===== config.mk =====
export PLATFORM = sky130hd
export DESIGN_NAME = dcc_checksum_engine
export DESIGN_NICKNAME = d
export VERILOG_FILES = /design/src/hw/dcc_pkg.sv /design/src/hw/dcc_crc_engine.sv /design/src/hw/dcc_axil_slave.sv /design/src/hw/dcc_checksum_engine.sv
export SDC_FILE = /design/constraint.sdc
export NUM_CORES = 1
export LEC_CHECK = 0
export BUFFER_PORTS_ARGS = -buffer_cell sky130_fd_sc_hd__buf_2
export CAP_MARGIN = 15
export CORE_UTILIZATION = 55
export CTS_CLUSTER_SIZE = 40
export DETAILED_ROUTE_END_ITERATION = 6
export GPL_TIMING_DRIVEN = 0
export PLACE_DENSITY_LB_ADDON = 0.25
export SLEW_MARGIN = 15
export SYNTH_ARGS = -nofsm -noshare
export SYNTH_HDL_FRONTEND = slang
export SYNTH_SLANG_ARGS = --single-unit

===== constraint.sdc =====
create_clock -name aclk -period 12.2 [get_ports aclk]
set_input_delay 0.61 -clock aclk [delete_from_list [all_inputs] [get_ports aclk]]
set_output_delay 0.61 -clock aclk [all_outputs]
set_load 0.1 [all_outputs]

===== src/hw/dcc_pkg.sv =====
/*
 Shared constants of the checksum engine: register indices,
 field positions, source, polynomial and beat codes, reset values.
 Assumes a 32-bit AXI4-Lite register bus with word-aligned registers.
*/
package dcc_pkg;
	// Address width of the register window
	localparam int AW = 8;
	// Register indices; byte address is four times the index
	localparam logic [5:0] IDX_ENA = 6'h00;
	localparam logic [5:0] IDX_CTRL = 6'h02;
	localparam logic [5:0] IDX_DIN = 6'h04;
	localparam logic [5:0] IDX_SUM = 6'h08;
	localparam logic [5:0] IDX_STAT = 6'h0c;
	localparam logic [5:0] IDX_IST = 6'h10;
	localparam logic [5:0] IDX_IMSK = 6'h11;
	// Control field positions
	localparam int SRC_LO = 8;
	localparam int POLY_LO = 2;
	localparam int BEAT_LO = 0;
	// Source codes
	localparam logic [5:0] SRC_NONE = 6'h00;
	localparam logic [5:0] SRC_IO = 6'h01;
	localparam logic [5:0] SRC_DMA = 6'h20;
	// Polynomial and beat codes
	localparam logic [1:0] POLY16 = 2'h0;
	localparam logic [1:0] POLY32 = 2'h1;
	localparam logic [1:0] BEAT8 = 2'h0;
	localparam logic [1:0] BEAT16 = 2'h1;
	localparam logic [1:0] BEAT32 = 2'h2;
	localparam logic [1:0] BEAT_RSV = 2'h3;
	// Generator polynomials, MSB-first form
	localparam logic [31:0] GEN32 = 32'h04c1_1db7;
	localparam logic [15:0] GEN16 = 16'h1021;
	// Reset values
	localparam logic [15:0] CTRL_RST = 16'h0000;
	localparam logic [31:0] WORD_RST = 32'h0000_0000;
	// Status and interrupt bit positions
	localparam int ST_BUSY = 0;
	localparam int ST_ZERO = 1;
	localparam int EV_DONE = 0;
	localparam int EV_ZERO = 1;
	// Bus answers
	localparam logic [1:0] RESP_OKAY = 2'b00;
	localparam logic [1:0] RESP_SLVERR = 2'b10;

	// Byte-lane mask from write strobes
	function automatic logic [31:0] lane_mask(input logic [3:0] s);
		lane_mask = {{8{s[3]}}, {8{s[2]}}, {8{s[1]}}, {8{s[0]}}};
	endfunction
endpackage


===== src/hw/dcc_crc_engine.sv =====
/*
 One checksum step over a 1, 2 or 4 byte beat, bytes taken lowest first.
 Assumes the caller starts it only when idle and with legal codes.
*/
`timescale 1ns/1ps
`default_nettype none
module dcc_crc_engine (
	input wire logic aclk, // Clock
	input wire logic aresetn, // Sync reset, low
	input wire logic start, // Begin one beat
	input wire logic [31:0] data, // Beat data
	input wire logic [1:0] beat, // Beat size code
	input wire logic [1:0] poly, // Polynomial code
	input wire logic [31:0] crc_in, // Running checksum
	output logic busy, // Step in progress
	output logic done, // Result ready this cycle
	output logic [31:0] crc_out // Updated checksum
);
	import dcc_pkg::*;

	logic [1:0] cnt; // Cycles left
	logic [31:0] next_crc; // Whole-beat result

	// Fold the beat in bit by bit
	always_comb begin
		logic [31:0] c;
		logic fb;
		int nb;
		c = crc_in;
		fb = 1'b0;
		nb = (beat == BEAT32) ? 4 : int'(beat) + 1;
		for (int i = 0; i < 4; i++) begin
			for (int b = 0; b < 8; b++) begin
				if (i < nb) begin
					if (poly == POLY32) begin
						// Bytes go LSB first so the raw register is the mirrored residue
						fb = c[31] ^ data[8*i+b];
						c = {c[30:0], 1'b0} ^ (fb ? GEN32 : WORD_RST);
					end else begin
						fb = c[15] ^ data[8*i+7-b];
						c = {16'h0000, c[14:0], 1'b0} ^ (fb ? {16'h0000, GEN16} : WORD_RST);
					end
				end
			end
		end
		next_crc = c;
	end

	// Hold the result for beat code plus one cycles
	always_ff @(posedge aclk) begin
		if (!aresetn) begin
			busy <= 1'b0;
			cnt <= 2'h0;
			crc_out <= WORD_RST;
		end else if (start) begin
			busy <= 1'b1;
			cnt <= beat;
			crc_out <= next_crc;
		end else if (busy) begin
			if (cnt == 2'h0) begin
				busy <= 1'b0;
			end else begin
				cnt <= cnt - 2'h1;
			end
		end
	end

	assign done = busy && (cnt == 2'h0);
endmodule
`default_nettype wire


===== src/hw/dcc_axil_slave.sv =====
/*
 AXI4-Lite slave front end: one write and one read at a time.
 Assumes register contents are decoded by the parent, same clock.
*/
`timescale 1ns/1ps
`default_nettype none
module dcc_axil_slave #(
	parameter int AW = 8 // Address width
) (
	input wire logic aclk, // Clock
	input wire logic aresetn, // Sync reset, low
	input wire logic [AW-1:0] awaddr, // Write address
	input wire logic awvalid, // Write address valid
	output logic awready, // Write address ready
	input wire logic [31:0] wdata, // Write data
	input wire logic [3:0] wstrb, // Write strobes
	input wire logic wvalid, // Write data valid
	output logic wready, // Write data ready
	output logic [1:0] bresp, // Write response
	output logic bvalid, // Write response valid
	input wire logic bready, // Write response ready
	input wire logic [AW-1:0] araddr, // Read address
	input wire logic arvalid, // Read address valid
	output logic arready, // Read address ready
	output logic [31:0] rdata, // Read data
	output logic [1:0] rresp, // Read response
	output logic rvalid, // Read valid
	input wire logic rready, // Read ready
	output logic wr_en, // Register write pulse
	output logic [AW-1:0] wr_addr, // Held write address
	output logic [31:0] wr_data, // Held write data
	output logic [3:0] wr_strb, // Held strobes
	input wire logic wr_err, // Write address unmapped
	input wire logic wr_stall, // Parent not ready
	input wire logic [31:0] rd_data, // Data at araddr
	input wire logic rd_err // Read address unmapped
);
	import dcc_pkg::*;

	logic aw_full; // Address held
	logic w_full; // Data held

	assign awready = !aw_full;
	assign wready = !w_full;
	assign arready = !rvalid;
	// Stall holds the write unanswered until the parent can take it
	assign wr_en = aw_full && w_full && !bvalid && !wr_stall;

	// Capture address and data in either order
	always_ff @(posedge aclk) begin
		if (!aresetn) begin
			aw_full <= 1'b0;
			w_full <= 1'b0;
			wr_addr <= '0;
			wr_data <= WORD_RST;
			wr_strb <= 4'h0;
		end else begin
			if (awvalid && awready) begin
				aw_full <= 1'b1;
				wr_addr <= awaddr;
			end else if (wr_en) begin
				aw_full <= 1'b0;
			end
			if (wvalid && wready) begin
				w_full <= 1'b1;
				wr_data <= wdata;
				wr_strb <= wstrb;
			end else if (wr_en) begin
				w_full <= 1'b0;
			end
		end
	end

	// Write response
	always_ff @(posedge aclk) begin
		if (!aresetn) begin
			bvalid <= 1'b0;
			bresp <= RESP_OKAY;
		end else if (wr_en) begin
			bvalid <= 1'b1;
			bresp <= wr_err ? RESP_SLVERR : RESP_OKAY;
		end else if (bready) begin
			bvalid <= 1'b0;
		end
	end

	// Read answer registered one cycle after the address
	always_ff @(posedge aclk) begin
		if (!aresetn) begin
			rvalid <= 1'b0;
			rdata <= WORD_RST;
			rresp <= RESP_OKAY;
		end else if (arvalid && arready) begin
			rvalid <= 1'b1;
			rdata <= rd_err ? WORD_RST : rd_data;
			rresp <= rd_err ? RESP_SLVERR : RESP_OKAY;
		end else if (rready) begin
			rvalid <= 1'b0;
		end
	end
endmodule
`default_nettype wire


===== src/hw/dcc_checksum_engine.sv =====
/*
 Checksum engine of a DMA controller: CRC-16/CRC-32 over data written by
 software or fed by one selected DMA channel, behind AXI4-Lite.
 Assumes the channel enables and beat stream come from logic on aclk.
*/
`timescale 1ns/1ps
`default_nettype none
module dcc_checksum_engine #(
	parameter int NCH = 32 // Number of DMA channels
) (
	input wire logic aclk, // Clock
	input wire logic aresetn, // Sync reset, low
	input wire logic [dcc_pkg::AW-1:0] s_axi_awaddr, // Write address
	input wire logic s_axi_awvalid, // Write address valid
	output logic s_axi_awready, // Write address ready
	input wire logic [31:0] s_axi_wdata, // Write data
	input wire logic [3:0] s_axi_wstrb, // Write strobes
	input wire logic s_axi_wvalid, // Write data valid
	output logic s_axi_wready, // Write data ready
	output logic [1:0] s_axi_bresp, // Write response
	output logic s_axi_bvalid, // Write response valid
	input wire logic s_axi_bready, // Write response ready
	input wire logic [dcc_pkg::AW-1:0] s_axi_araddr, // Read address
	input wire logic s_axi_arvalid, // Read address valid
	output logic s_axi_arready, // Read address ready
	output logic [31:0] s_axi_rdata, // Read data
	output logic [1:0] s_axi_rresp, // Read response
	output logic s_axi_rvalid, // Read valid
	input wire logic s_axi_rready, // Read ready
	input wire logic [NCH-1:0] dma_chan_enable, // Channel enables
	input wire logic dma_beat_valid, // Channel beat offered
	output logic dma_beat_ready, // Beat taken
	input wire logic [4:0] dma_beat_chan, // Offering channel
	input wire logic [31:0] dma_beat_data, // Beat data
	input wire logic [1:0] dma_beat_size, // Beat size code
	output logic irq // Level interrupt
);
	import dcc_pkg::*;

	////////////////////////////////////////////////////////////////
	// Declarations

	logic wr_en; // Register write pulse
	logic [AW-1:0] wr_addr; // Write address
	logic [31:0] wr_data; // Write data
	logic [3:0] wr_strb; // Write strobes
	logic [31:0] wmask; // Strobe mask
	logic wr_err; // Write unmapped
	logic [31:0] rd_data; // Read mux
	logic rd_err; // Read unmapped
	logic checksum_enable; // Engine enabled
	logic [5:0] input_source_select; // Source code
	logic [1:0] polynomial_select; // Polynomial code
	logic [1:0] input_beat_width; // Beat size code
	logic [31:0] checksum_input_word; // Data input register
	logic [31:0] checksum_value; // Raw checksum
	logic engine_busy_flag; // Source lock
	logic busy_q; // Busy one cycle ago
	logic zero_result_flag; // Zero at completion
	logic [1:0] ev_status; // Sticky events
	logic [1:0] ev_mask; // Event mask
	logic wr_ena, wr_ctrl, wr_din, wr_sum, wr_stat, wr_ist, wr_imsk; // Write hits
	logic src_io; // Register-fed source
	logic src_dma; // Channel source
	logic [4:0] sel_chan; // Selected channel
	logic sel_chan_en; // Selected channel enabled
	logic cfg_ok; // Legal polynomial and beat
	logic [31:0] next_din; // Data input after write
	logic io_start; // Register beat starts
	logic dma_take; // Channel beat taken
	logic eng_start; // Engine start
	logic [31:0] eng_data; // Engine data
	logic [1:0] eng_beat; // Engine beat code
	logic eng_busy; // Engine running
	logic eng_done; // Engine result ready
	logic [31:0] eng_out; // Engine result
	logic done_ev; // Run completed
	logic sum_zero; // Checksum is zero
	logic [31:0] sum_rev; // Mirrored checksum
	logic [31:0] sum_read; // Checksum as read

	////////////////////////////////////////////////////////////////
	// Bus slave and address decode

	dcc_axil_slave #(.AW(AW)) u_bus (
		.aclk(aclk),
		.aresetn(aresetn),
		.awaddr(s_axi_awaddr),
		.awvalid(s_axi_awvalid),
		.awready(s_axi_awready),
		.wdata(s_axi_wdata),
		.wstrb(s_axi_wstrb),
		.wvalid(s_axi_wvalid),
		.wready(s_axi_wready),
		.bresp(s_axi_bresp),
		.bvalid(s_axi_bvalid),
		.bready(s_axi_bready),
		.araddr(s_axi_araddr),
		.arvalid(s_axi_arvalid),
		.arready(s_axi_arready),
		.rdata(s_axi_rdata),
		.rresp(s_axi_rresp),
		.rvalid(s_axi_rvalid),
		.rready(s_axi_rready),
		.wr_en(wr_en),
		.wr_addr(wr_addr),
		.wr_data(wr_data),
		.wr_strb(wr_strb),
		.wr_err(wr_err),
		.wr_stall(eng_busy),
		.rd_data(rd_data),
		.rd_err(rd_err)
	);

	assign wmask = lane_mask(wr_strb);
	// Write hits; low address bits are ignored, words only
	assign wr_ena = wr_en && (wr_addr[AW-1:2] == IDX_ENA);
	assign wr_ctrl = wr_en && (wr_addr[AW-1:2] == IDX_CTRL);
	assign wr_din = wr_en && (wr_addr[AW-1:2] == IDX_DIN);
	assign wr_sum = wr_en && (wr_addr[AW-1:2] == IDX_SUM);
	assign wr_stat = wr_en && (wr_addr[AW-1:2] == IDX_STAT);
	assign wr_ist = wr_en && (wr_addr[AW-1:2] == IDX_IST);
	assign wr_imsk = wr_en && (wr_addr[AW-1:2] == IDX_IMSK);
	assign wr_err = !(wr_ena || wr_ctrl || wr_din || wr_sum || wr_stat || wr_ist || wr_imsk) && wr_en;

	////////////////////////////////////////////////////////////////
	// Source decode

	// Codes 0x02..0x1f and 0x00 fall through as no source
	assign src_io = (input_source_select == SRC_IO);
	assign src_dma = input_source_select[5];
	assign sel_chan = input_source_select[4:0];
	assign sel_chan_en = (int'(sel_chan) < NCH) && dma_chan_enable[sel_chan];
	// Reserved polynomial or beat codes never start a step
	assign cfg_ok = (polynomial_select == POLY16 || polynomial_select == POLY32)
		&& (input_beat_width != BEAT_RSV);

	////////////////////////////////////////////////////////////////
	// Enable bit

	// Disable only takes once the source has let go
	always_ff @(posedge aclk) begin
		if (!aresetn) begin
			checksum_enable <= 1'b0;
		end else if (wr_ena && wr_strb[0]) begin
			if (wr_data[0]) begin
				checksum_enable <= 1'b1;
			end else if (!engine_busy_flag) begin
				checksum_enable <= 1'b0;
			end
		end
	end

	////////////////////////////////////////////////////////////////
	// Control register

	// Locked while enabled or busy so the source cannot change mid-run
	always_ff @(posedge aclk) begin
		if (!aresetn) begin
			input_source_select <= CTRL_RST[SRC_LO +: 6];
			polynomial_select <= CTRL_RST[POLY_LO +: 2];
			input_beat_width <= CTRL_RST[BEAT_LO +: 2];
		end else if (wr_ctrl && !checksum_enable && !engine_busy_flag) begin
			if (wr_strb[1]) begin
				input_source_select <= wr_data[SRC_LO +: 6];
			end
			if (wr_strb[0]) begin
				polynomial_select <= wr_data[POLY_LO +: 2];
				input_beat_width <= wr_data[BEAT_LO +: 2];
			end
		end
	end

	////////////////////////////////////////////////////////////////
	// Busy flag

	// Register source: set by enabling, cleared by software write of one
	always_ff @(posedge aclk) begin
		if (!aresetn) begin
			engine_busy_flag <= 1'b0;
		end else if (src_dma) begin
			engine_busy_flag <= checksum_enable && sel_chan_en;
		end else if (src_io && wr_ena && wr_strb[0] && wr_data[0] && !checksum_enable) begin
			engine_busy_flag <= 1'b1;
		end else if (src_io && wr_stat && wr_strb[0] && wr_data[ST_BUSY]) begin
			engine_busy_flag <= 1'b0;
		end
	end

	// Completion is the falling edge of busy
	always_ff @(posedge aclk) begin
		if (!aresetn) begin
			busy_q <= 1'b0;
		end else begin
			busy_q <= engine_busy_flag;
		end
	end

	assign done_ev = busy_q && !engine_busy_flag;

	////////////////////////////////////////////////////////////////
	// Data input and engine feed

	assign next_din = (checksum_input_word & ~wmask) | (wr_data & wmask);
	assign io_start = wr_din && checksum_enable && src_io && engine_busy_flag && cfg_ok;
	// A channel beat waits while the engine is still folding the last one
	assign dma_beat_ready = checksum_enable && src_dma && engine_busy_flag && cfg_ok
		&& !eng_busy && (dma_beat_chan == sel_chan) && (dma_beat_size != BEAT_RSV);
	assign dma_take = dma_beat_valid && dma_beat_ready;
	assign eng_start = io_start || dma_take;
	assign eng_data = dma_take ? dma_beat_data : next_din;
	assign eng_beat = dma_take ? dma_beat_size : input_beat_width;

	// Data input register keeps the last written word
	always_ff @(posedge aclk) begin
		if (!aresetn) begin
			checksum_input_word <= WORD_RST;
		end else if (wr_din) begin
			checksum_input_word <= next_din;
		end
	end

	dcc_crc_engine u_eng (
		.aclk(aclk),
		.aresetn(aresetn),
		.start(eng_start),
		.data(eng_data),
		.beat(eng_beat),
		.poly(polynomial_select),
		.crc_in(checksum_value),
		.busy(eng_busy),
		.done(eng_done),
		.crc_out(eng_out)
	);

	////////////////////////////////////////////////////////////////
	// Checksum register

	// Software preset only while disabled
	always_ff @(posedge aclk) begin
		if (!aresetn) begin
			checksum_value <= WORD_RST;
		end else if (eng_done) begin
			checksum_value <= eng_out;
		end else if (wr_sum && !checksum_enable) begin
			checksum_value <= (checksum_value & ~wmask) | (wr_data & wmask);
		end
	end

	// Mirror for CRC-32 readout
	generate
		for (genvar g = 0; g < 32; g++) begin : g_rev
			assign sum_rev[g] = checksum_value[31-g];
		end
	endgenerate

	always_comb begin
		if (polynomial_select == POLY32 && !engine_busy_flag) begin
			sum_read = ~sum_rev;
		end else if (polynomial_select == POLY16) begin
			sum_read = {16'h0000, checksum_value[15:0]};
		end else begin
			sum_read = checksum_value;
		end
	end

	assign sum_zero = (polynomial_select == POLY16) ? (checksum_value[15:0] == 16'h0000)
		: (checksum_value == WORD_RST);

	////////////////////////////////////////////////////////////////
	// Zero flag

	// Completion wins over a clear in the same cycle
	always_ff @(posedge aclk) begin
		if (!aresetn) begin
			zero_result_flag <= 1'b0;
		end else if (done_ev && sum_zero) begin
			zero_result_flag <= 1'b1;
		end else if (wr_ctrl && wr_strb[1] && !checksum_enable && !engine_busy_flag) begin
			zero_result_flag <= 1'b0;
		end
	end

	////////////////////////////////////////////////////////////////
	// Interrupt status and mask

	// Write one to clear; a new event in the same cycle stays set
	always_ff @(posedge aclk) begin
		if (!aresetn) begin
			ev_status <= 2'h0;
		end else begin
			ev_status[EV_DONE] <= done_ev
				|| (ev_status[EV_DONE] && !(wr_ist && wr_strb[0] && wr_data[EV_DONE]));
			ev_status[EV_ZERO] <= (done_ev && sum_zero)
				|| (ev_status[EV_ZERO] && !(wr_ist && wr_strb[0] && wr_data[EV_ZERO]));
		end
	end

	always_ff @(posedge aclk) begin
		if (!aresetn) begin
			ev_mask <= 2'h0;
		end else if (wr_imsk && wr_strb[0]) begin
			ev_mask <= wr_data[1:0];
		end
	end

	assign irq = |(ev_status & ev_mask);

	////////////////////////////////////////////////////////////////
	// Read mux

	always_comb begin
		rd_data = WORD_RST;
		rd_err = 1'b0;
		unique case (s_axi_araddr[AW-1:2])
			IDX_ENA: rd_data[0] = checksum_enable;
			IDX_CTRL: begin
				rd_data[SRC_LO +: 6] = input_source_select;
				rd_data[POLY_LO +: 2] = polynomial_select;
				rd_data[BEAT_LO +: 2] = input_beat_width;
			end
			IDX_DIN: rd_data = checksum_input_word;
			IDX_SUM: rd_data = sum_read;
			IDX_STAT: begin
				rd_data[ST_BUSY] = engine_busy_flag;
				rd_data[ST_ZERO] = zero_result_flag;
			end
			IDX_IST: rd_data[1:0] = ev_status;
			IDX_IMSK: rd_data[1:0] = ev_mask;
			default: rd_err = 1'b1;
		endcase
	end
endmodule
`default_nettype wire


* After elaboration in Yosys (flattened, before gate mapping)
Index checks and enable logic that the tools add are counted.
Word-level totals: flip-flop bits (word level) 201, latch bits 0, memory bits (writable) 0, ROM bits 0, output and inout bits 43, word-level logic and storage cells 445, memories 0
Cells by class: $add $sub $neg 2, multiply operators 0, div/mod/pow operators 0, $lt $le $gt $ge 5, eq/ne operators 20, shifts and indexed selects 0, mux-type cells 167, bitwise logic cells 136, reductions and logical operators 91
Operator list (number):
- $mux 32 | 71
- $xor 16x32->32 | 32
- $xor 32x32->32 | 32
- $mux 27 | 32
- $mux 13 | 32
- $and 32x32->32 | 3
- $lt 3x32->1 const A | 2
- $not 32->32 | 2
- $or 32x32->32 | 2
- $xor 1x1->1 | 64
- $logic_and 1x1->1 | 51
- $pmux 18 s2 | 1
- $logic_not 32->1 | 1
- $lt 1x32->1 const A | 1
- $lt 2x32->1 const A | 1
- $eq 6x4->1 const B | 4
- $eq 6x5->1 const B | 4
- $mux 1 | 19
- $pmux 6 s3 | 1
- $logic_not 16->1 | 1
- $reduce_bool 2->1 | 7
- $eq 6x2->1 const B | 2
- $eq 6x3->1 const B | 2
- $logic_not 6->1 | 2
- other kinds (23) | 52

* Longest topological paths before layout
Gate-level depths: netlist of run 1.
depth in word-level cells 169, mapped depth 30, depth with buffers taken out 24

* Modules after synthesis
From an unflattened synthesis of run 1, not the netlist that was laid out.
Second synthesis, totals: cells, all modules 2617, area total of the unflattened synthesis 20629.8 µm²
Modules (own cells, without submodules):
- dcc_crc_engine | instances 1, cells each 1561, area each 11672.4 µm², seq. area each 700.7 µm²
- dcc_checksum_engine | instances 1, cells each 698, area each 5700.5 µm², seq. area each 1641.6 µm²
- dcc_axil_slave | instances 1, cells each 358, area each 3256.9 µm², seq. area each 1641.6 µm²

* Worst setup path after synthesis of run 1
No wires, ideal clock.
path type input to register, from in dma_beat_chan[1], to reg u_eng.crc_out[7], setup time 0.074 ns, arrival time 6.746 ns, required time 12.126 ns, setup slack 5.380 ns, stages 25, cell sequence xnor2_1 > nand4_1 > nor4_1 > buf_4 > mux2i_1 > xor3_1 > a211oi_4 > xnor2_1 > xnor2_1 > mux2_1 > a2111oi_0 > a311oi_1 > xor2_1 > and4_1 > a2111o_1 > nor2_4 > xor2_1 > a21oi_2 > xnor2_4 > xor3_1 > a22oi_2 > or4b_1 > mux2i_1 > nor2_1 > a31oi_1
On the way: cells in the longest elaborated chain, start to end 118, elaborated cells on any way between the ends 266, those cells by class 1 x add/sub; 4 x order compare; 2 x eq/ne; 129 x mux; 126 x bitwise; 4 x reduce/logical
RTL lines:
- start, declared | RTL line dcc_checksum_engine.sv:33 | input wire logic [4:0] dma_beat_chan,
- $eq 5x5->1 * | RTL line dcc_checksum_engine.sv:208 | && !eng_busy && (dma_beat_chan == sel_chan) && (dma_beat_size != BEAT_RSV);
- $logic_and 1x1->1 * (2 in a row) | RTL line dcc_checksum_engine.sv:208
- $logic_and 1x1->1 * | RTL line dcc_checksum_engine.sv:209 | assign dma_take = dma_beat_valid && dma_beat_ready;
- $mux 2 | RTL line dcc_checksum_engine.sv:212 | assign eng_beat = dma_take ? dma_beat_size : input_beat_width;
- $add 2x1->3 / $eq 2x2->1 (equally long branches) | RTL line dcc_crc_engine.sv:31 | nb = (beat == BEAT32) ? 4 : int'(beat) + 1;
- $mux 32 | RTL line dcc_crc_engine.sv:31
- $lt 1x32->1 | RTL line dcc_crc_engine.sv:34 | if (i < nb) begin
- $mux 32 | RTL line dcc_crc_engine.sv:34
- [... 101 more ...]
- $mux 32 | RTL line dcc_crc_engine.sv:35 | if (poly == POLY32) begin
- $mux 32 | RTL line dcc_crc_engine.sv:34
- $xor 16x32->32 / $xor 32x32->32 (equally long branches) | RTL line dcc_crc_engine.sv:41, dcc_crc_engine.sv:38
- $mux 32 | RTL line dcc_crc_engine.sv:35
- $mux 32 | RTL line dcc_crc_engine.sv:34
- $xor 16x32->32 / $xor 32x32->32 (equally long branches) | RTL line dcc_crc_engine.sv:41, dcc_crc_engine.sv:38
- $mux 32 | RTL line dcc_crc_engine.sv:35
- $mux 32 | RTL line dcc_crc_engine.sv:34
- end signal, assigned | RTL line dcc_crc_engine.sv:58 | crc_out <= next_crc;
- end, declared | RTL line dcc_crc_engine.sv:17 | output logic [31:0] crc_out
Every way passes the cells marked *; elsewhere a longest branch is shown, timed or not. A chain may end at the register's enable or synchronous reset.

* Worst setup path in the final report of run 1
from reg polynomial_select[0], to reg u_eng.crc_out[11]
On the way: cells in the longest elaborated chain, start to end 120, elaborated cells on any way between the ends 264, those cells by class 1 x add/sub; 4 x order compare; 2 x eq/ne; 125 x mux; 122 x bitwise; 10 x reduce/logical
RTL lines:
- start, declared | RTL line dcc_checksum_engine.sv:53 | logic [1:0] polynomial_select;
- start signal, assigned | RTL line dcc_checksum_engine.sv:161 | polynomial_select <= CTRL_RST[POLY_LO +: 2];
- start signal, assigned | RTL line dcc_checksum_engine.sv:168 | polynomial_select <= wr_data[POLY_LO +: 2];
- $eq 2x1->1 / $logic_not 2->1 (equally long branches) | RTL line dcc_crc_engine.sv:35, dcc_checksum_engine.sv:135
- $logic_or 1x1->1 | RTL line dcc_checksum_engine.sv:135 | assign cfg_ok = (polynomial_select == POLY16 || polynomial_select == POLY32)
- $logic_and 1x1->1 | RTL line dcc_checksum_engine.sv:136 | && (input_beat_width != BEAT_RSV);
- $logic_and 1x1->1 | RTL line dcc_checksum_engine.sv:207 | assign dma_beat_ready = checksum_enable && src_dma && engine_busy_flag && cfg_ok
- $logic_and 1x1->1 (3 in a row) | RTL line dcc_checksum_engine.sv:208
- $logic_and 1x1->1 | RTL line dcc_checksum_engine.sv:209
- $mux 2 | RTL line dcc_checksum_engine.sv:212
- $add 2x1->3 / $eq 2x2->1 (equally long branches) | RTL line dcc_crc_engine.sv:31
- [... 102 more ...]
- $mux 32 | RTL line dcc_crc_engine.sv:35
- $mux 32 | RTL line dcc_crc_engine.sv:34
- $xor 16x32->32 / $xor 32x32->32 (equally long branches) | RTL line dcc_crc_engine.sv:41, dcc_crc_engine.sv:38
- $mux 32 | RTL line dcc_crc_engine.sv:35
- $mux 32 | RTL line dcc_crc_engine.sv:34
- $xor 16x32->32 / $xor 32x32->32 (equally long branches) | RTL line dcc_crc_engine.sv:41, dcc_crc_engine.sv:38
- $mux 32 | RTL line dcc_crc_engine.sv:35
- $mux 32 | RTL line dcc_crc_engine.sv:34
Parallel ways exist; a longest one is shown, timed or not.

==> key figures, run 1 <==
Timing
  – Final slew viol count: 0
  – Clock Skew: 6.377 ps
  – Unrepaired setup endpoints after global routing: no
  – Worst slew pin tran: 1303 ps
  – Post-Route Setup TNS: 0 ps
  – Setup violators final: 0
  – Hold Vio Cnt, Final: 0
  – Fmax: 112.6 MHz
  – Min Hold Slack: 346.3 ps
  – Final Critical Period: 8879 ps
  – Worst slew margin: 12.55%
  – Post-route clock period utilization: 72.78%

Floorplan
  – IO Count: 174
  – Die height: 188.7 microns
  – Full die area: 0.03559 sq mm
  – Die extent in x: 188.7 microns
  – Initial core utilization: 56.58%
  – Core area: 0.03387 sq mm
  – Core Rows: 67

Route
  – Drt first pass iters: 7
  – M1 WL: 32,050 microns
  – DR vias: 21,400
  – Met2 wire length: 35,540 microns
  – Highest metal used: met5
  – DRC: 12
  – DRT iter0 DRCs: 3,279
  – DR WL/cell: 26.29 microns
  – Final ANT Viol Nets: 0
  – Drt via density: 6.722
  – Met3 WL: 11,210 microns
  – Final wirelength: 83,690 microns

Run status
  – Violated checks: design-rule violations
  – Status: finished with violations

Clock network
  – H-tree Lvls: 4
  – Clock root buffer: clkbuf_16
  – Post-CTS Resized: 0
  – CTS tree: built
  – Worst-Skew Late Latency: 450 ps
  – Clk slew on worst S/H paths: 80 ps
  – Num CTS Buffers: 17
  – Longest Clk Path Bufs: 2
  – Post-CTS Hold Buffers: 0
  – Post-CTS Setup Repair Bufs: 0
  – CTS sink count: 197

Final layout
  – Fin util: 62.52%
  – Multi-input logic area: 0.01434 sq mm
  – Synthesis-to-layout area growth: 10.50%
  – Fraction of layout cells with a size suffix above 1: 12.54%
  – Ant diodes: 0
  – Seq. cell area: 0.003944 sq mm
  – Cell area after layout: 0.02117 sq mm
  – Final-layout fill cell count: 3,140
  – Nets: 2,854

Job
  – # Max-Cap Violations: 0

Placed design
  – Cell Area, Placed: 0.02057 sq mm
  – Final HPWL DP: 66,190 microns
  – IO buf count: 165
  – Gp weighted congestion: 1.041

Synthesis
  – Synthesis warning total: 0
  – Top_reg_cell synth: dfxtp_1
  – Syn_area_per_cell: 7.556 sq um
  – Synth area leaders: dfxtp_1, xnor2_1, nand2_1
  – Synth async-reset ratio: 0%
  – Synth top area share: 20.58%
  – Post-synth EDFFs: 0
  – Synth unique cells: 116
  – Synth Instances: 2,536
  – Post-synthesis register bit count: 197
  – Yosys top cell by area: dfxtp_1
  – Sequential element share of the synthesized area: 20.58%
  – Mapped Area: 0.01916 sq mm

Global routing
  – Initial antenna violation count: 0
  – Remaining Overflow, GRT: 0
  – First-pass GRT wire length: 123,000 microns
  – Largest net degree at the start of global routing: 18
  – Total GRT Usage: 46.12%
  – Vias in the first global route: 19,670

Power
  – PwrDens: 76.51 mW/mm^2
  – Maximum vdd drop: 0.0001242 V
  – Total Power: 1.620 mW
  – P_leak: 8.026 nW

Worst setup path
  – Critical path required time: 12,520 ps
  – Setup Crit Path Kind: flop to flop
  – WP data arrival: 9200 ps
  – Worst setup EP type: flop
  – CP Launch Type: flop
  – Maximum fanout along the worst path: 10

Hold path
  – Hold Crit Class: primary input to flop
-- power breakdown --
part	switching [mW]	internal, mW	total, mW	leakage (nW)
clock network	0.277	0.317	0.595	0.287
logic	0.237	0.113	0.350	6.14
registers	0.0161	0.659	0.675	1.60
total	0.530	1.09	1.62	8.03
-- final timing paths --
path | slack [ps] | cells after the start | to | startpoint
worst min-delay path | 350 | 2 | u_bus.rvalid$_SDFFE_PN0P_ | s_axi_rready
worst max register to register | 3320 | 17 | u_eng.crc_out[11]$_SDFFE_PN0P_ | polynomial_select[0]$_SDFFE_PN0P_
worst min register to register | 470 | 2 | u_eng.crc_out[28]$_SDFFE_PN0P_ | u_eng.crc_out[28]$_SDFFE_PN0P_
worst max-delay path | 3320 | 17 | u_eng.crc_out[11]$_SDFFE_PN0P_ | polynomial_select[0]$_SDFFE_PN0P_
-- layout by cell type, fill, tap and decap left out, types with 9 or more instances in the layout --
master,n
a211oi_1,59
a21o_1,19
a21oi_1,219
a221oi_1,29
a22oi_1,10
a31oi_1,18
and2_1,24
and3_1,11
buf_1,22
buf_2,185
clkbuf_1,145
clkbuf_16,17
dfxtp_1,197
inv_1,24
mux2i_1,66
mux4_2,10
nand2_1,313
nand2b_1,33
nand3_1,114
nand4_1,14
nor2_1,270
nor2b_1,10
nor3_1,71
nor4_1,31
nor4b_1,9
o211ai_1,21
o21a_1,9
o21ai_0,113
o21ai_1,29
o31ai_1,11
or2_2,14
or3_1,16
xnor2_1,238
xnor2_2,25
xnor3_1,29
xor2_1,88
-- cell type report --
type / count / share of cell area [%]
Clock buffer: 20 / 2.157
Sequential cell: 197 / 18.63
Clock inverter: 12 / 0.6855
Inverter: 25 / 0.4432
Timing Repair Buffer: 166 / 3.924
Buffer: 195 / 3.782
Tap cell: 448 / 2.647
Multi-Input combinational cell: 2120 / 67.73
-- worst max-delay path, stage by stage, from the launching register on --
cell and delay [ps]:
dfxtp_1 410, nor2b_1 510, clkbuf_1 510, clkbuf_1 480, clkbuf_1 500, clkbuf_1 490, buf_1 520, clkbuf_1 600
clkbuf_1 560, clkbuf_1 440, buf_1 450, clkbuf_1 500, buf_1 740, buf_1 870, clkbuf_1 510, nand2_1 140
xnor2_1 360, o22ai_1 110
-- per-layer routing --
metal	vias to the layer above	track usage [%]
met5	-	0
met4	2	22.52
met3	331	11.47
met2	1670	69.92
met1	10030	60.90
li1	9361	-
-- cell usage after synthesis, types with 7 or more instances --
cell / n
or2_2: 14
xnor2_1: 238
nor4_1: 31
xnor3_1: 29
dfxtp_1: 197
a21oi_1: 219
nor2_1: 270
a211oi_1: 59
a21o_1: 19
buf_4: 8
o211ai_1: 21
nor4b_1: 10
mux4_2: 10
inv_1: 24
nand2_1: 313
nand2b_1: 33
nor2b_1: 10
nand3_1: 114
or3_1: 16
a22oi_1: 10
nand4_1: 14
a221oi_1: 29
mux2i_1: 68
nor3b_1: 7
o22ai_1: 7
o21ai_0: 114
xor3_1: 8
a31oi_1: 18
o31ai_1: 11
o21a_1: 9
o211a_1: 8
clkbuf_1: 144
nor3_1: 71
buf_1: 22
xor2_1: 88
buf_2: 19
and3_1: 11
and2_1: 24
xnor2_2: 25
o21ai_1: 28
-- stage by stage --
stage	instances	worst slack [ps]
5_1_grt	3183	3197
4_1_cts	3183	3794
2_1_floorplan	2537	5380
6_report	3183	3321
3_5_place_dp	3151	3650
3_3_place_gp	3150	3594
-- cells by family (layout without fill, tap and decap cells) --
logic type / after synthesis / in the layout / share of synthesized area, %
buffers and inverters: 220 / 418 / 4.669
adder cells (fa/ha/maj): 1 / 1 / 0.06529
AND/OR/NAND/NOR: 989 / 989 / 24.60
flip-flops: 197 / 197 / 20.58
multiplexers: 90 / 90 / 5.577
AO/OA/AOI/OAI: 637 / 637 / 21.52
other: 1 / 2 / 0.01957
XOR/XNOR: 401 / 401 / 22.96
(Power assumes the default switching activity.)
==> run 2: changes to the inputs <==
Clock period 12.2 ns to 7.45 ns, I/O delays scaled along.
==> run 2 against run 1 <==
Against the previous run:
- the flow finishes with violations (negative setup slack)
- fmax is 18% higher
- core utilization rose by 5.4 points
- cell area rose by 8.6%
- critical path depth rose by 3
- critical endpoint is now u_eng.crc_out[7]$_SDFFE_PN0P_
==> key figures, run 2 (synthesized netlist as in run 1, its figures left out) <==
Run status
  – Status: finished with violations (unchanged)
  – Violated checks: negative setup slack (was design-rule violations)

Floorplan
  – Core area: 0.03387 sq mm (unchanged)
  – Die extent in x: 188.7 microns (unchanged)
  – Full die area: 0.03559 sq mm (unchanged)
  – Core Rows: 67 (unchanged)
  – IO Count: 174 (unchanged)
  – Die height: 188.7 microns (unchanged)
  – Initial core utilization: 56.58% (unchanged)

Global routing
  – Largest net degree at the start of global routing: 18 (unchanged)
  – Remaining Overflow, GRT: 0 (unchanged)
  – Initial antenna violation count: 0 (unchanged)
  – Vias in the first global route: 19,830 (was 19,670)
  – Total GRT Usage: 46.54% (was 46.12%)
  – First-pass GRT wire length: 124,400 microns (was 123,000 microns)

Final layout
  – Non-filler cells, final: 3,263 (was 3,183)
  – Final-layout fill cell count: 2,910 (was 3,140)
  – Synthesis-to-layout area growth: 19.96% (was 10.50%)
  – Cell area after layout: 0.02299 sq mm (was 0.02117 sq mm)
  – Fin util: 67.87% (was 62.52%)
  – Fraction of layout cells with a size suffix above 1: 20.11% (was 12.54%)
  – Most common cell after layout, fill and taps aside: nand2_1 (unchanged)
  – Commonest cells after routing, fill and taps aside: nand2_1, nor2_1, xnor2_1, a21oi_1, dfxtp_1 (unchanged)
  – Ant diodes: 0 (unchanged)
  – Nets: 2,934 (was 2,854)

Timing
  – Final slew viol count: 0 (unchanged)
  – Hold Vio Cnt, Final: 0 (unchanged)
  – Clock Skew: 7.813 ps (was 6.377 ps)
  – Setup violators final: 3 (was 0)
  – Post-route clock period utilization: 100.6% (was 72.78%)
  – Final Critical Period: 7497 ps (was 8879 ps)
  – Worst slew pin tran: 1347 ps (was 1303 ps)
  – Worst setup margin: -46.94 ps (was 3321 ps)
  – Fmax: 133.4 MHz (was 112.6 MHz)
  – Post-Route Setup TNS: -68.71 ps (was 0 ps)
  – Worst slew margin: 9.627% (was 12.55%)
  – Min Hold Slack: 100.8 ps (was 346.3 ps)

Route
  – Drt via density: 6.751 (was 6.722)
  – DR WL/cell: 26.37 microns (was 26.29 microns)
  – DR vias: 22,030 (was 21,400)
  – Drt first pass iters: 7 (unchanged)
  – Final ANT Viol Nets: 0 (unchanged)
  – Final wirelength: 86,030 microns (was 83,690 microns)
  – DRC: 0 (was 12)
  – DRT iter0 DRCs: 3,638 (was 3,279)

Job
  – # Max-Cap Violations: 0 (unchanged)

Power
  – PwrDens: 117.3 mW/mm^2 (was 76.51 mW/mm^2)
  – P_leak: 8.759 nW (was 8.026 nW)
  – Maximum vdd drop: 0.0002033 V (was 0.0001242 V)
  – Total Power: 2.696 mW (was 1.620 mW)

Clock network
  – Clock root buffer: clkbuf_16 (unchanged)
  – Num CTS Buffers: 17 (unchanged)
  – Worst-Skew Late Latency: 450 ps (about the same)
  – CTS tree: built (unchanged)
  – Post-CTS Hold Buffers: 0 (unchanged)
  – CTS sink count: 197 (unchanged)
  – Clk slew on worst S/H paths: 70 ps (was 80 ps)
  – Longest Clk Path Bufs: 2 (unchanged)
  – H-tree Lvls: 4 (unchanged)

Placed design
  – Cell Area, Placed: 0.02057 sq mm (unchanged)
  – IO buf count: 165 (unchanged)
  – Gp weighted congestion: 1.041 (unchanged)
  – Final HPWL DP: 66,190 microns (unchanged)
  – Setup Slack @ Placement: -911.1 ps (was 3650 ps)
  – Placed cells: 3,151 (unchanged)

Worst setup path
  – Slowest-stage cell, CP: o21ai_1 (was buf_1)
  – Critical path required time: 7790 ps (was 12,520 ps)
  – Worst setup EP type: flop (unchanged)
  – Worst setup path start: polynomial_select[1]$_SDFFE_PN0P_ (was polynomial_select[0]$_SDFFE_PN0P_)
  – Crit Reg-Reg Startpoint: polynomial_select[1]$_SDFFE_PN0P_ (was polynomial_select[0]$_SDFFE_PN0P_)
  – CP Launch Type: flop (unchanged)
  – Maximum fanout along the worst path: 10 (unchanged)
  – Setup Crit Path Kind: flop to flop (unchanged)
  – Top cell by count, worst path: clkbuf_1 (unchanged)
  – WP data arrival: 7830 ps (was 9200 ps)
  – CP Cell Sequence: nand2b_1, buf_2, clkbuf_1, clkbuf_1, clkbuf_1, clkbuf_2, clkbuf_1, nor2_1, xnor2_1, xnor2_1, o21ai_1, xnor2_1, xnor2_2, nor4_1, a311o_1, xor2_2, a21o_1, mux2_1, nor2_1, a31oi_1 (was nor2b_1, clkbuf_1, clkbuf_1, clkbuf_1, clkbuf_1, buf_1, clkbuf_1, clkbuf_1, clkbuf_1, buf_1, clkbuf_1, buf_1, buf_1, clkbuf_1, nand2_1, xnor2_1, o22ai_1)
  – Slowest stage delay, CP: 630 ps (was 870 ps)

Hold path
  – Hold Crit Class: primary input to flop (unchanged)
  – Hold path startpoint: s_axi_rready (unchanged)
-- run 2: path summary, 6_finish.rpt --
check / cells after the start / slack (ps) / end
worst max-delay path: 20 / -50 / u_eng.crc_out[7]$_SDFFE_PN0P_
worst max register to register: 20 / -50 / u_eng.crc_out[7]$_SDFFE_PN0P_
worst min register to register: 2 / 460 / u_eng.crc_out[28]$_SDFFE_PN0P_
worst min-delay path: 2 / 100 / u_bus.rvalid$_SDFFE_PN0P_
-- run 2: cell type report --
cell class | count | area (sq um) | share of cell area [%]
well taps | 448 | 560.5 | 2.439
plain buffers | 193 | 842.1 | 3.663
inverters | 25 | 93.84 | 0.4083
flip-flops and latches | 197 | 3955 | 17.21
clock inverters | 12 | 145.1 | 0.6314
clock buffers | 20 | 456.7 | 1.987
multi-input cells | 2120 | 15430 | 67.14
repair buffers | 248 | 1500 | 6.527
-- run 2: report_power, final --
part | switching (mW) | internal [mW]
combinational | 0.409 | 0.213
clock | 0.449 | 0.520
sequential | 0.0267 | 1.08
-- run 2: layer usage --
layer	vias to the layer above	share of wire [%]	GRT usage (%)	routed length, microns
li1	9510	-	-	-
met1	10380	37	62.07	32020
met2	1777	42	70.73	36520
met3	361	14	10.58	12280
met4	2	6.0	22.27	5169
met5	-	0.059	0.9615	51
-- run 2: worst max-delay path, delay by kind of cell (launching register included) --
kind                   cells  cell delay (ps)
AND/OR/NAND/NOR            4              750
XOR/XNOR                   5             1300
AO/OA/AOI/OAI              4             1390
flip-flops                 1              510
multiplexers               1              340
buffers and inverters      6             3070
-- run 2: repair_timing --
item,4_1_cts,5_1_grt
pin swaps,8,49
endpoints found under the setup margin,48,45
buffers inserted,28,53
gates resized for setup,69,153
